[src/rtl/touch_regs_pkg.sv]
// Constants shared by the button status and LED settings register bank.
// Assumes one 100 MHz clock domain and a serial host link.
package touch_regs_pkg;
    // ----------------------------------------
    // Register offsets
    // ----------------------------------------
    localparam logic [7:0] OFS_MODE      = 8'h00;
    localparam logic [7:0] OFS_EFFECT    = 8'h01;
    localparam logic [7:0] OFS_FADE_A    = 8'h02;
    localparam logic [7:0] OFS_DIM_UP    = 8'h06;
    localparam logic [7:0] OFS_CFG_LAST  = 8'h07;
    localparam logic [7:0] OFS_NOW_LOW   = 8'h04;
    localparam logic [7:0] OFS_NOW_HIGH  = 8'h05;
    localparam logic [7:0] OFS_HELD_LOW  = 8'h07;
    localparam logic [7:0] OFS_HELD_HIGH = 8'h08;
    localparam logic [7:0] OFS_FSUM_UP   = 8'h1a;
    localparam logic [7:0] OFS_FSUM_LO   = 8'h1b;
    localparam logic [7:0] OFS_WSUM_UP   = 8'h1c;
    localparam logic [7:0] OFS_WSUM_LO   = 8'h1d;
    localparam logic [7:0] OFS_ID        = 8'h1e;
    localparam logic [7:0] OFS_REV       = 8'h1f;
    // ----------------------------------------
    // Modes, reset values, sizes
    // ----------------------------------------
    localparam logic [2:0]  MODE_OPERATE = 3'h0;
    localparam logic [2:0]  MODE_LED     = 3'h1;
    localparam logic [2:0]  MODE_LAST_OK = 3'h4;
    localparam logic [2:0]  RST_MODE     = 3'h1;
    localparam logic [7:0]  RST_CFG      = 8'h00;
    // Factory contribution of the settings not held in this bank
    localparam logic [15:0] SUM_BASE     = 16'h003b;
    localparam int          CFG_REGS     = 7;
    localparam int          BUTTONS      = 10;
    localparam int          LOW_BUTTONS  = 8;
endpackage

[src/rtl/button_latch.sv]
// Button pin synchroniser with momentary and latched status.
// Assumes touch levels arrive asynchronously; clears come from the bank.
`timescale 1ns/10ps
module button_latch #(
    parameter int N = 10
) (
    // Clock and reset
    input  wire logic         clk,
    input  wire logic         rst,
    // Touch pins
    input  wire logic [N-1:0] touch_pin,
    // Read-clear strobes for low and high byte
    input  wire logic         clr_low,
    input  wire logic         clr_high,
    // Status
    output logic      [N-1:0] now,
    output logic      [N-1:0] held
);
    logic [N-1:0] pin_meta;
    logic [N-1:0] clr_mask;

    for (genvar i = 0; i < N; i++) begin : g_mask
        assign clr_mask[i] = (i < touch_regs_pkg::LOW_BUTTONS) ? clr_low : clr_high;
    end

    always_ff @(posedge clk) begin
        if (rst) begin
            pin_meta <= '0;
            now      <= '0;
            held     <= '0;
        end else begin
            pin_meta <= touch_pin;
            now      <= pin_meta;
            // A touch in the clearing cycle survives the read
            held     <= (held & ~clr_mask) | now;
        end
    end
endmodule // button_latch

[src/rtl/settings_sum.sv]
// Registered 16-bit arithmetic sum of a group of setting bytes.
// Assumes the bytes are packed lowest index in the low bits.
`timescale 1ns/10ps
module settings_sum #(
    parameter int          N    = 7,
    parameter logic [15:0] BASE = 16'h0000
) (
    // Clock and reset
    input  wire logic           clk,
    input  wire logic           rst,
    // Bytes to add
    input  wire logic [8*N-1:0] bytes,
    // Sum, one cycle behind
    output logic      [15:0]    total
);
    logic [15:0] next_total;

    always_comb begin
        next_total = BASE;
        for (int i = 0; i < N; i++) begin
            next_total = next_total + {8'h00, bytes[8*i +: 8]};
        end
    end

    always_ff @(posedge clk) begin
        if (rst) total <= BASE;
        else     total <= next_total;
    end
endmodule // settings_sum

[src/rtl/button_regs.sv]
// Button status and LED settings register bank behind a two-wire host link.
// Assumes open-drain data and clock wires resolved outside; touch pins async.
//
// Contract
// [RULE1] Buttons 0-7 in bits 7:0 at 04h, buttons 8-9 in bits 1:0 at 05h.
// [RULE2] Status bit is 1 while touched; read-only; zero after power-on.
// [RULE3] Registers 07h/08h hold latched status in the same layout.
// [RULE4] Stored-settings checksum at 1Ah/1Bh, upper byte first, read-only.
// [RULE5] Checksum is the arithmetic sum of the stored setting registers.
// [RULE6] Settings saved to storage become the defaults loaded afterwards.
// [RULE7] Working-copy checksum at 1Ch/1Dh, upper byte first, same ranges.
// [RULE8] Fixed read-only identification byte at 1Eh.
// [RULE9] Read-only firmware revision byte at 1Fh.
// [RULE10] LED mode offset 01h holds the LED effect control fields.
// [RULE11] Three-bit mode selects the map; codes 101-111 are invalid.
// [RULE12] Each register powers up at its listed value; access as listed.
// [RULE13] LED mode offsets 02h-05h are read-write fade periods.
// [RULE14] Dim registers hold ramp, brightness, repeat and timing fields.
`timescale 1ns/10ps
module button_regs #(
    parameter logic [6:0] DEV_ADDR = 7'h37,
    parameter logic [7:0] PART_ID  = 8'h5c, // arbitrary value
    parameter logic [7:0] REV      = 8'h02  // arbitrary value
) (
    // Clock and reset
    input  wire logic       clk,
    input  wire logic       rst,
    // Host link
    input  wire logic       scl_in,
    input  wire logic       sda_in,
    output logic            sda_out,
    output logic            sda_oe_n,
    // Touch inputs
    input  wire logic [9:0] button_touch,
    // Settings storage commands
    input  wire logic       save_settings,
    input  wire logic       reload_settings,
    // Settings to the LED logic
    output logic      [2:0] device_mode,
    output logic      [7:0] led_effect_control,
    output logic      [7:0] led_fade_period_a,
    output logic      [7:0] led_fade_period_b,
    output logic      [7:0] led_fade_period_c,
    output logic      [7:0] led_fade_period_d,
    output logic      [7:0] output0_dim_ramp_up,
    output logic      [7:0] output0_dim_ramp_down
);
    typedef enum logic [6:0] {
        S_IDLE  = 7'b0000001,
        S_ADDR  = 7'b0000010,
        S_ACK_A = 7'b0000100,
        S_WRITE = 7'b0001000,
        S_ACK_W = 7'b0010000,
        S_READ  = 7'b0100000,
        S_ACK_R = 7'b1000000
    } link_state_t;

    link_state_t state, next_state;
    logic [2:0]  scl_q, sda_q;
    logic [2:0]  bit_cnt;
    logic        byte_done, rw, first, master_ack, next_oe_n;
    logic [7:0]  shift, tx, ptr, rd_data;
    logic [7:0]  cfg    [1:7];
    logic [7:0]  stored [1:7];
    logic [55:0] cfg_flat, stored_flat;
    logic [9:0]  button_now, button_held;
    logic [15:0] stored_sum, working_sum;

    // ----------------------------------------
    // Link decoding
    // ----------------------------------------
    wire scl_rise   = scl_q[1] & ~scl_q[2];
    wire scl_fall   = ~scl_q[1] & scl_q[2];
    wire sda_now    = sda_q[1];
    wire start      = scl_q[1] & scl_q[2] & ~sda_q[1] & sda_q[2];
    wire stop       = scl_q[1] & scl_q[2] & sda_q[1] & ~sda_q[2];
    wire byte_end   = scl_fall & byte_done;
    wire got_addr   = shift[7:1] == DEV_ADDR;
    wire data_state = state inside {S_ADDR, S_WRITE, S_READ};
    wire wr_pulse   = (state == S_WRITE) & byte_end & ~first;
    wire ptr_pulse  = (state == S_WRITE) & byte_end & first;
    wire load_pulse = scl_fall & (((state == S_ACK_A) & rw) | ((state == S_ACK_R) & master_ack));
    wire op_map     = device_mode == touch_regs_pkg::MODE_OPERATE;
    wire led_map    = device_mode == touch_regs_pkg::MODE_LED;
    wire cfg_we     = wr_pulse & led_map & (ptr >= touch_regs_pkg::OFS_EFFECT)
                      & (ptr <= touch_regs_pkg::OFS_CFG_LAST);
    wire mode_we    = wr_pulse & (ptr == touch_regs_pkg::OFS_MODE)
                      & (shift[2:0] <= touch_regs_pkg::MODE_LAST_OK);
    wire clr_low    = load_pulse & op_map & (ptr == touch_regs_pkg::OFS_HELD_LOW);
    wire clr_high   = load_pulse & op_map & (ptr == touch_regs_pkg::OFS_HELD_HIGH);

    always_ff @(posedge clk) begin
        if (rst) begin
            scl_q <= 3'h7;
            sda_q <= 3'h7;
        end else begin
            scl_q <= {scl_q[1:0], scl_in};
            sda_q <= {sda_q[1:0], sda_in};
        end
    end

    // ----------------------------------------
    // Link state machine
    // ----------------------------------------
    always_comb begin
        next_state = state;
        next_oe_n  = sda_oe_n;
        case (state)
            S_IDLE: ;
            S_ADDR: if (byte_end) begin
                next_state = got_addr ? S_ACK_A : S_IDLE;
                next_oe_n  = ~got_addr;
            end
            S_ACK_A: if (scl_fall) begin
                next_state = rw ? S_READ : S_WRITE;
                next_oe_n  = rw ? rd_data[7] : 1'b1;
            end
            S_WRITE: if (byte_end) begin
                next_state = S_ACK_W;
                next_oe_n  = 1'b0;
            end
            S_ACK_W: if (scl_fall) begin
                next_state = S_WRITE;
                next_oe_n  = 1'b1;
            end
            S_READ: if (byte_end) begin
                next_state = S_ACK_R;
                next_oe_n  = 1'b1;
            end else if (scl_fall) begin
                next_oe_n  = tx[6];
            end
            S_ACK_R: if (scl_fall) begin
                next_state = master_ack ? S_READ : S_IDLE;
                next_oe_n  = master_ack ? rd_data[7] : 1'b1;
            end
            default: next_state = S_IDLE;
        endcase
        // Bus conditions override any byte in flight
        if (start) begin
            next_state = S_ADDR;
            next_oe_n  = 1'b1;
        end else if (stop) begin
            next_state = S_IDLE;
            next_oe_n  = 1'b1;
        end
    end

    always_ff @(posedge clk) begin
        if (rst) begin
            state    <= S_IDLE;
            sda_oe_n <= 1'b1;
            sda_out  <= 1'b0;
        end else begin
            state    <= next_state;
            sda_oe_n <= next_oe_n;
            sda_out  <= 1'b0;
        end
    end

    always_ff @(posedge clk) begin
        if (rst || start) begin
            bit_cnt   <= 3'h0;
            byte_done <= 1'b0;
        end else if (scl_rise && data_state) begin
            bit_cnt   <= bit_cnt + 3'h1;
            byte_done <= bit_cnt == 3'h7;
        end else if (scl_fall) begin
            byte_done <= 1'b0;
        end
    end

    always_ff @(posedge clk) begin
        if (rst) begin
            shift      <= 8'h00;
            tx         <= 8'h00;
            ptr        <= 8'h00;
            rw         <= 1'b0;
            first      <= 1'b0;
            master_ack <= 1'b0;
        end else begin
            if (scl_rise && (state == S_ADDR || state == S_WRITE)) shift <= {shift[6:0], sda_now};
            if (scl_rise && state == S_ACK_R) master_ack <= ~sda_now;
            if (state == S_ADDR && byte_end) begin
                rw    <= shift[0];
                first <= 1'b1;
            end
            if (ptr_pulse) begin
                ptr   <= shift;
                first <= 1'b0;
            end
            // Auto-increment so multi-byte writes and reads walk the map
            if (wr_pulse) ptr <= ptr + 8'h01;
            if (load_pulse) begin
                tx  <= rd_data;
                ptr <= ptr + 8'h01;
            end else if (state == S_READ && scl_fall) begin
                tx  <= {tx[6:0], 1'b0};
            end
        end
    end

    // ----------------------------------------
    // Read map
    // ----------------------------------------
    always_comb begin
        rd_data = 8'h00;
        if (ptr == touch_regs_pkg::OFS_MODE) begin
            rd_data = {5'h00, device_mode};
        end else if (op_map) begin
            case (ptr)
                touch_regs_pkg::OFS_NOW_LOW:   rd_data = button_now[7:0]; // RULE1
                touch_regs_pkg::OFS_NOW_HIGH:  rd_data = {6'h00, button_now[9:8]}; // RULE1
                touch_regs_pkg::OFS_HELD_LOW:  rd_data = button_held[7:0]; // RULE3
                touch_regs_pkg::OFS_HELD_HIGH: rd_data = {6'h00, button_held[9:8]}; // RULE3
                touch_regs_pkg::OFS_FSUM_UP:   rd_data = stored_sum[15:8]; // RULE4
                touch_regs_pkg::OFS_FSUM_LO:   rd_data = stored_sum[7:0]; // RULE4
                touch_regs_pkg::OFS_WSUM_UP:   rd_data = working_sum[15:8]; // RULE7
                touch_regs_pkg::OFS_WSUM_LO:   rd_data = working_sum[7:0]; // RULE7
                touch_regs_pkg::OFS_ID:        rd_data = PART_ID; // RULE8
                touch_regs_pkg::OFS_REV:       rd_data = REV; // RULE9
                default:                       rd_data = 8'h00;
            endcase
        end else if (led_map && ptr <= touch_regs_pkg::OFS_CFG_LAST) begin
            rd_data = cfg[ptr[2:0]]; // RULE13
        end
    end

    // ----------------------------------------
    // Settings: working copy and stored copy
    // ----------------------------------------
    always_ff @(posedge clk) begin
        if (rst) begin
            device_mode <= touch_regs_pkg::RST_MODE; // RULE12
            for (int i = 1; i <= touch_regs_pkg::CFG_REGS; i++) begin
                cfg[i]    <= touch_regs_pkg::RST_CFG; // RULE12
                stored[i] <= touch_regs_pkg::RST_CFG;
            end
        end else begin
            if (mode_we) device_mode <= shift[2:0]; // RULE11
            for (int i = 1; i <= touch_regs_pkg::CFG_REGS; i++) begin
                if (save_settings) stored[i] <= cfg[i];
                if (reload_settings) cfg[i] <= stored[i]; // RULE6
                else if (cfg_we && ptr[2:0] == 3'(i)) cfg[i] <= shift; // RULE10
            end
        end
    end

    for (genvar i = 0; i < touch_regs_pkg::CFG_REGS; i++) begin : g_flat
        assign cfg_flat[8*i +: 8]    = cfg[i+1];
        assign stored_flat[8*i +: 8] = stored[i+1];
    end

    // Whole bytes go out; the LED logic slices the fields itself
    assign led_effect_control    = cfg[1]; // RULE10
    assign led_fade_period_a     = cfg[2]; // RULE13
    assign led_fade_period_b     = cfg[3];
    assign led_fade_period_c     = cfg[4];
    assign led_fade_period_d     = cfg[5];
    assign output0_dim_ramp_up   = cfg[6]; // RULE14
    assign output0_dim_ramp_down = cfg[7]; // RULE14

    settings_sum #(.N(touch_regs_pkg::CFG_REGS), .BASE(touch_regs_pkg::SUM_BASE)) u_stored_sum (
        .clk   (clk),
        .rst   (rst),
        .bytes (stored_flat),
        .total (stored_sum)
    ); // RULE5

    settings_sum #(.N(touch_regs_pkg::CFG_REGS), .BASE(touch_regs_pkg::SUM_BASE)) u_working_sum (
        .clk   (clk),
        .rst   (rst),
        .bytes (cfg_flat),
        .total (working_sum)
    ); // RULE7

    button_latch #(.N(touch_regs_pkg::BUTTONS)) u_buttons (
        .clk       (clk),
        .rst       (rst),
        .touch_pin (button_touch),
        .clr_low   (clr_low),
        .clr_high  (clr_high),
        .now       (button_now),
        .held      (button_held)
    ); // RULE2
endmodule // button_regs

[config.mk]
export PLATFORM = sky130hd
export DESIGN_NAME = button_regs
export DESIGN_NICKNAME = d
export VERILOG_FILES = /design/src/rtl/touch_regs_pkg.sv /design/src/rtl/button_latch.sv /design/src/rtl/settings_sum.sv /design/src/rtl/button_regs.sv
export SDC_FILE = /design/constraint.sdc
export NUM_CORES = 1
export LEC_CHECK = 0
export ABC_AREA = 1
export BUFFER_PORTS_ARGS = -buffer_cell sky130_fd_sc_hd__buf_4
export CELL_PAD_IN_SITES_DETAIL_PLACEMENT = 1
export CELL_PAD_IN_SITES_GLOBAL_PLACEMENT = 1
export CORE_MARGIN = 8
export CORE_UTILIZATION = 47
export DETAILED_ROUTE_END_ITERATION = 6
export PLACE_DENSITY = 0.92
export SYNTH_ARGS = -nofsm -noshare
export SYNTH_HDL_FRONTEND = slang
export SYNTH_HIERARCHICAL = 1
export SYNTH_SLANG_ARGS = --single-unit
[constraint.sdc]
create_clock -name clk -period 5.3 [get_ports clk]
set_clock_uncertainty 0.1 [all_clocks]
set_input_delay 1.06 -clock clk [delete_from_list [all_inputs] [get_ports clk]]
set_output_delay 1.06 -clock clk [all_outputs]
set_load 0.02 [all_outputs]
# Yosys cells after proc, flatten, opt, wreduce, memory -nomap -nowiden

Memory sizes are Yosys's and may differ from the RTL's. A register that Yosys moved wholly into a read port is not among the register bits.
Cells that the tools add are included.

Register bits after elaboration: 109
Bits in writable memories: 112
Input port bits: 16
Word-level logic and storage cells: 254
Memories kept: 2

$add $sub $neg: 16
Magnitude comparators: 3
Equality and inequality tests: 41
Multiplexer cells: 92
Bitwise logic cells: 54
Reduce and logical (&&, ||, !) cells: 27

Memories:

| name   | words | bits a word | read ports | clocked after Yosys merged registers in | write ports | RTL line          | source |
|---|---|---|---|---|---|---|---|
| cfg    | 7     | 8           | 8          | 1                                       | 7           | button_regs.sv:63 | `logic [7:0] cfg [1:7];` |
| stored | 7     | 8           | 7          | 0                                       | 7           | button_regs.sv:64 | `logic [7:0] stored [1:7];` |

Operator list:

| operator            | count |
|---|---|
| $mux 8              | 27 |
| $add 16x8->16       | 12 |
| $pmux 8 s10         | 1 |
| $mux 7              | 8 |
| $pmux 7 s7          | 1 |
| $eq 8x5->1 const B  | 6 |
| $mux 1              | 47 |
| $eq 8x3->1 const B  | 3 |
| $ne 4x4->1 const B  | 6 |
| $and 1x1->1         | 22 |
| $or 1x1->1          | 22 |
| $reduce_and 7->1    | 3 |
| $add 6x8->9 const A | 2 |
| $eq 3x3->1 const B  | 5 |
| $eq 7x6->1 const B  | 2 |
| $logic_and 1x1->1   | 13 |
| $mux 6              | 2 |
| $ne 2x2->1 const B  | 6 |
| $and 10x10->10      | 1 |
| $not 10->10         | 1 |
| $or 10x10->10       | 1 |
| $mux 3              | 3 |
| $add 8x1->8 const B | 1 |
| $eq 8x4->1 const B  | 1 |
| other kinds (24)    | 37 |

# Longest topological paths before layout

Gate-level depths: netlist (run 1).

Depth in word-level cells: 14
Gate-level depth with buffers: 17

# Hierarchy

Netlist (run 1), hierarchy kept.

By module, submodules not included:

| module                       | instances | cells each | area each (um^2) | sequential area each (um^2) |
|---|---|---|---|---|
| button_regs                  | 1         | 976        | 8,235.4          | 4,364.2 |
| settings_sum (u_working_sum) | 1         | 233        | 1,935.6          | 220.2 |
| settings_sum (u_stored_sum)  | 1         | 230        | 1,905.6          | 220.2 |
| button_latch                 | 1         | 105        | 909.6            | 600.6 |

# Worst setup path before layout (run 1)

OpenSTA, ideal clock, no wires.

Path type: flip-flop to flip-flop
Start point: memory cfg[4][2]
End point: register u_working_sum.total[8]
Setup time: 0.115 ns
Arrival: 3.691 ns
Data required time: 5.085 ns
Path slack: 1.394 ns
Stages on the path, launching flop included: 17
Path buffers: 0
Clock period less this slack: 3.906 ns
Cell sequence: edfxtp_1 > inv_1 > fa_1 > inv_1 > fa_1 > fa_1 > inv_1 > fa_1 > inv_1 > ha_1 > fa_1 > nand2_1 > nand3_2 > nand3_2 > nand3_1 > nand2_1 > nor2_1

RTL lines:

| item                 | RTL line           | source |
|---|---|---|
| from (decl)          | button_regs.sv:63  |  |
| to (signal assigned) | settings_sum.sv:27 | `else total <= next_total;` |
| to (decl)            | settings_sum.sv:14 | `output logic [15:0] total` |

==> flow_metrics.tcl, run 1 <==
set metrics [dict create \
    outcome "complete, no violations" \
    netlist.area_leader.share 0.259 \
    drt-wirelength-per-cell_um 24.7 \
    grtUsageMet2 0.489 \
    clockPowerShare 0.291 \
    tightest_slew_ns 0.770 \
    die_w_um 182 \
    power.switching_mw 2.21 \
    crit_path_end_kind "flip-flop" \
    postRouteAntennaNets 0 \
    die_area_sq_um 33200 \
    gp_congestion 0.907 \
    ys_seq_area_frac 0.416 \
    finalHoldViolations 0 \
    grt_use_met3 0.0716 \
    htreeDepth 1 \
    multi_input_area_sq_um 5920 \
    worstSkewPairLatency_ns 0.54 \
    drt_iter0_markers 1429 \
    dieHeight_um 182 \
    ys_top_cells_by_area "edfxtp_1 26%, dfxtp_1 16%, fa_1 12%" \
    cp.arrival_ns 4.58 \
    clkTransAtPathRegs_ns 0.07 \
    cts_tree "built" \
    diodes 0 \
    grt_max_degree 58 \
    finalWirelength_mm 48.6 \
    synth.cell_area_sq_um 13000 \
    ys.warnings.count 6 \
    critPathKind "reg2reg" \
    antenna_found_initial 0 \
    io_pins 77 \
    numPortBuffers 75 \
    nets 1746 \
    tns_ns 0 \
    required_ns 5.63 \
    final-seq-area_sq_um 5410 \
    worst_setup_path_start_kind "flip-flop" \
    cts_num_sinks 214 \
    ys_dominant_reg_cell "edfxtp_1" \
    initial_utilization 0.473 \
    syn_to_final_growth_pct 12.1 \
    synth_cells 1544 \
    hpwl_mm 33.2 \
    core_sq_um 27500 \
    grt.busiest_layer "met2" \
    swShare 0.381 \
    crit_fanout 4 \
    route.vias.total 11700 \
    rows 61 \
    avgSynthCellArea_sq_um 8.41 \
    drc 0 \
    relSlewSlack 0.485 \
    cts-root-buf "clkbuf_16" \
    period_needed_ns 4.25 \
    max_freq_ghz 0.235 \
    num-fill-cells 3273 \
    track_usage 0.289 \
    overflow 0 \
    hold_path_class "reg2reg" \
    cts_buffers 25 \
    synth-edff-count 112 \
    via_per_inst 5.92 \
    maxCapViolations 0 \
    p_int_mw 3.58 \
    synth_largest_area_cell "edfxtp_1" \
    setup_viol_count_final 0 \
    post_cts_buffers 0 \
    grt_setup_unrepaired "false" \
    synth-seq-cells 214 \
    maxSlewViolCount 0 \
    pwr-share-comb 0.362 \
    fin_crit_sh 0.802 \
    dr.pass1.iters 6 \
    grt_pass1_wl_mm 73.6 \
    cts_hold_buf 0 \
    post_cts_resized 0 \
    seqPwrFrac 0.348 \
    ir_worst_vdd_uv 286 \
    synth.distinct_cells 43 \
    power_leakage_nw 6.57 \
    synthArstFlopShare 0 \
    powerDensity_nw_per_um2 398 \
    total_power_mw 5.79 \
    met1_usage 0.334 \
    fin_ws_ns 1.05 \
    drive_gt1_frac 0.106 \
    grt_pass1_vias 12500 \
    dp_slack_ns 1.20 \
    clockBufferDepth 3 \
]
Yosys cell counts (4+ instances only):
cell / count
a21oi_1: 92
buf_4: 13
clkbuf_1: 36
clkinv_1: 5
dfxtp_1: 102
edfxtp_1: 112
fa_1: 78
ha_1: 46
inv_1: 369
inv_2: 4
nand2_1: 185
nand2_2: 4
nand3_1: 136
nand3_2: 6
nand3_4: 7
nand4_1: 8
nor2_1: 148
nor3_1: 7
o211ai_1: 6
o21ai_0: 78
o21ai_1: 49
o21ai_2: 8
or2_2: 13
kinds of logic (layout without fill, tap and decap cells):
family	count (synthesis)	after routing	synth area share
flip-flops	214	214	0.416
AND/OR/NAND/NOR	528	528	0.189
XOR/XNOR	4	4	0.00270
buffers and inverters	433	505	0.130
adder cells (fa/ha/maj)	124	124	0.165
AO/OA/AOI/OAI	238	238	0.0964
other	3	11	0.000867
power by group through the flow:
stage / registers, mW / clock network, mW / logic, mW
2_1_floorplan: 2.03 / 0 / 1.36
3_3_place_gp: 2.04 / 0 / 1.84
3_5_place_dp: 2.04 / 0 / 2.01
4_1_cts: 2.01 / 1.68 / 2.06
5_1_grt: 2.02 / 1.74 / 2.33
6_report: 2.01 / 1.68 / 2.09
metal layers:
metal / share of wire / routed length, um
met1: 0.36 / 17400
met2: 0.48 / 23200
met3: 0.10 / 5020
met4: 0.061 / 2960
met5: 0 / 0
layout make-up:
type                            instances  area share
Tap cell                              346      0.0297
Sequential cell                       214       0.371
Clock buffer                           32      0.0461
Inverter                              378      0.0974
Clock inverter                         13     0.00662
Timing Repair Buffer                   82      0.0423
Multi-Input combinational cell        905       0.407
path summary, 6_finish.rpt:
kind | startpoint | endpoint | slack, ns | cells after the start
setup / recovery | cfg[4][2] | u_working_sum/total[8] | 1.05 | 16
hold / removal | u_buttons/pin_meta[3] | u_buttons/now[3] | 0.31 | 2
hold reg to reg | u_buttons/pin_meta[3] | u_buttons/now[3] | 0.31 | 2
setup reg to reg | cfg[4][2] | u_working_sum/total[8] | 1.05 | 16
stage by stage:
stage | hold WS [ns] | area (sq um) | util | std cells
2_1_floorplan | 0.288 | 13000 | - | 1552
3_3_place_gp | 0.294 | 13800 | 0.502 | 1925
3_5_place_dp | 0.294 | 13800 | 0.502 | 1925
4_1_cts | 0.309 | 14600 | 0.530 | 1970
5_1_grt | 0.324 | 14600 | 0.530 | 1970
6_report | 0.305 | 14600 | 0.530 | 1970
state kept, by name (all words and copies together), names as in the netlist, 3 cells and up, named ones only:
register / flops
tx: 7
u_buttons/pin_meta: 10
shift: 8
u_buttons/now: 10
stored: 56
sda_q: 3
cfg: 56
device_mode: 3
state: 7
u_working_sum/total: 11
scl_q: 3
u_stored_sum/total: 11
ptr: 8
u_buttons/held: 10
bit_cnt: 3
critical path, cell delays in order, from the launching register on:
cell and delay (ns):
edfxtp_1 0.40, inv_1 0.09, fa_1 0.56, inv_1 0.07, fa_1 0.54, fa_1 0.54
inv_1 0.07, fa_1 0.49, inv_1 0.05, ha_1 0.22, fa_1 0.45, nand2_1 0.12
nand3_2 0.12, nand3_2 0.09, nand3_1 0.08, nand2_1 0.09, nor2_1 0.04
placed cells by master, fill, tap and decap left out, types with 6 or more instances in the layout:
| cell type | netlist | layout |
|---|---|---|
| a21oi_1 | 92 | 92 |
| buf_4 | 13 | 82 |
| clkbuf_16 | 0 | 25 |
| clkinv_1 | 5 | 9 |
| conb_1 | 3 | 11 |
| dfxtp_1 | 102 | 102 |
| edfxtp_1 | 112 | 112 |
| fa_1 | 78 | 78 |
| ha_1 | 46 | 46 |
| inv_1 | 369 | 368 |
| nand2_1 | 185 | 184 |
| nand3_1 | 136 | 136 |
| nand3_2 | 6 | 6 |
| nand3_4 | 7 | 7 |
| nand4_1 | 8 | 8 |
| nor2_1 | 148 | 148 |
| nor3_1 | 7 | 7 |
| o211ai_1 | 6 | 6 |
| o21ai_0 | 78 | 78 |
| o21ai_1 | 49 | 49 |
| o21ai_2 | 8 | 8 |
| or2_2 | 13 | 13 |
Note: power is estimated with default switching activity, not from simulation.
==> inputs of run 2 (changes only) <==
Clock period 5.3 ns to 4.1 ns, I/O delays scaled along.
==> run 2 against run 1 <==
Compared with the run above:
- global-route usage up 1.6 points
- highest routed layer unchanged
- maximum frequency is 4.4% higher
- utilization rose by 1.1 points
- register-to-register slack worse by 1.0 ns
==> flow_metrics.tcl, run 2 (synthesis gave the netlist of run 1 again) <==
set metrics [dict create \
    outcome "complete, no violations" \
    numPortBuffers 75 \
    cts_buffers 24 \
    critPathKind "reg2reg" \
    cts_tree "built" \
    fin_crit_sh 0.992 \
    crit_path_end_kind "flip-flop" \
    grt_pass1_wl_mm 77.5 \
    core_sq_um 27500 \
    clkTransAtPathRegs_ns 0.06 \
    finish.utilization 0.541 \
    layout_commonest_cell "inv_1" \
    drt_iter0_markers 1457 \
    htreeDepth 1 \
    die_w_um 182 \
    cp.arrival_ns 4.39 \
    most-common-layout-cells "359 x inv_1, 181 x nand2_1, 148 x nor2_1" \
    hp-start "u_buttons/pin_meta[5]" \
    cts-root-buf "clkbuf_16" \
    clockBufferDepth 3 \
    grt_max_degree 57 \
    worst_setup_path_start_kind "flip-flop" \
    tns_ns 0 \
    die_area_sq_um 33200 \
    hold_path_class "reg2reg" \
    reg.largest.list "cfg: 56 flops, stored: 56 flops" \
    finalWirelength_mm 51.5 \
    power_leakage_nw 6.71 \
    cts_num_sinks 214 \
    place_area_sq_um 13900 \
    nets 1764 \
    overflow 0 \
    grt_pass1_vias 12700 \
    dieHeight_um 182 \
    r2r_end "u_working_sum/total[8]" \
    drive_gt1_frac 0.130 \
    cp_slowest_cell "fa_1" \
    tightest_slew_ns 0.813 \
    min_to "u_buttons/now[5]" \
    critical_path.max_stage_delay_ns 0.51 \
    max_freq_ghz 0.246 \
    maxCapViolations 0 \
    final_cells 1988 \
    setup_viol_count_final 0 \
    crit_fanout 4 \
    diodes 0 \
    ir_worst_vdd_uv 318 \
    required_ns 4.43 \
    r2r_setup_slack_ns 0.03 \
    drc 0 \
    rr_worst_depth 16 \
    dp_cells 1934 \
    hpwl_mm 33.8 \
    r2r_start "cfg[5][2]" \
    multi_input_area_sq_um 5980 \
    postRouteAntennaNets 0 \
    drt-wirelength-per-cell_um 25.9 \
    antenna_found_initial 0 \
    rows 61 \
    finalHoldViolations 0 \
    worstSkewPairLatency_ns 0.54 \
    hold_depth 2 \
    syn_to_final_growth_pct 14.5 \
    grt_setup_unrepaired "true" \
    track_usage 0.305 \
    crit_chain "inv_1 > fa_1 > inv_1 > fa_1 > fa_1 > inv_1 > fa_1 > inv_1 > ha_2 > fa_2 > nand2_2 > nand3_4 > nand3_2 > nand3_1 > nand2_1 > nor2_1" \
    num-fill-cells 3260 \
    final_area_sq_um 14900 \
    relSlewSlack 0.456 \
    initial_utilization 0.473 \
    via_per_inst 6.03 \
    maxSlewViolCount 0 \
    route.vias.total 12000 \
    dr.pass1.iters 6 \
    io_pins 77 \
    cts_hold_buf 0 \
    period_needed_ns 4.07 \
    powerDensity_nw_per_um2 540 \
    gp_congestion 0.897 \
    final-seq-area_sq_um 5410 \
]
## run 2: changes by cell type in the layout (fill, tap and decap cells not counted), moves of 3 or more
cell and delta:
fa_1 -3, inv_2 +9, buf_4 +18, nand2_1 -3, bufinv_16 +5, fa_2 +3, ha_1 -3, nand2_2 +3
clkbuf_1 -3, inv_1 -9
## run 2: what timing repair did
item / CTS / global route
pin swaps: 1 / 10
setup buffers: 3 / 7
endpoints found under the setup margin: 3 / 11
resized for setup: 4 / 19
## run 2: where the power goes
| group | switching, mW | internal [mW] |
|---|---|---|
| clock network | 0.963 | 1.49 |
| registers | 0.145 | 2.46 |
| logic | 1.95 | 1.03 |
| total | 3.06 | 4.98 |
## run 2: worst max path at each step
stage	start	end	slack (ns)	cells after the start
after floorplan	cfg[4][2]	u_working_sum/total[8]	0.19	16
after global placement	stored[0][26]	u_stored_sum/total[8]	0.24	16
after detailed placement	cfg[3][1]	u_working_sum/total[8]	0.03	14
after CTS	cfg[3][3]	u_working_sum/total[5]	0.001	13
after global routing	stored[0][18]	u_stored_sum/total[8]	-0.12	17
final	cfg[5][2]	u_working_sum/total[8]	0.03	16
## run 2: per-stage QoR
stage               power, mW  setup slack, ns  hold slack [ns]
floorplan                4.38            0.194            0.288
global placement         5.02            0.244            0.294
detailed placement       5.29           0.0278            0.297
CTS                      7.84          0.00120            0.310
global route             8.38           -0.120            0.328
finish                   8.03           0.0316            0.307
## run 2: routing by layer
| metal | track usage | vias to the layer above | wire (um) |
|---|---|---|---|
| li1 | - | 4982 | - |
| met1 | 0.349 | 5932 | 18300 |
| met2 | 0.513 | 832 | 24400 |
| met3 | 0.0726 | 246 | 5340 |
| met4 | 0.183 | 0 | 3480 |
| met5 | 0 | - | 0 |
## run 2: cell type report
type / instances / area share
clock inverter: 17 / 0.0159
sequential: 214 / 0.363
timing repair buffer: 101 / 0.0518
clock buffer: 27 / 0.0426
multi-input combinational: 905 / 0.402
inverter: 378 / 0.0954
tap: 346 / 0.0291
## run 2: critical path: cells and delay by family (launching register included)
family                     cells  cell delay, ns
buffers and inverters          4            0.30
and+or+nand+nor                6            0.50
DFF                            1            0.42
adders and majority gates      6            2.61
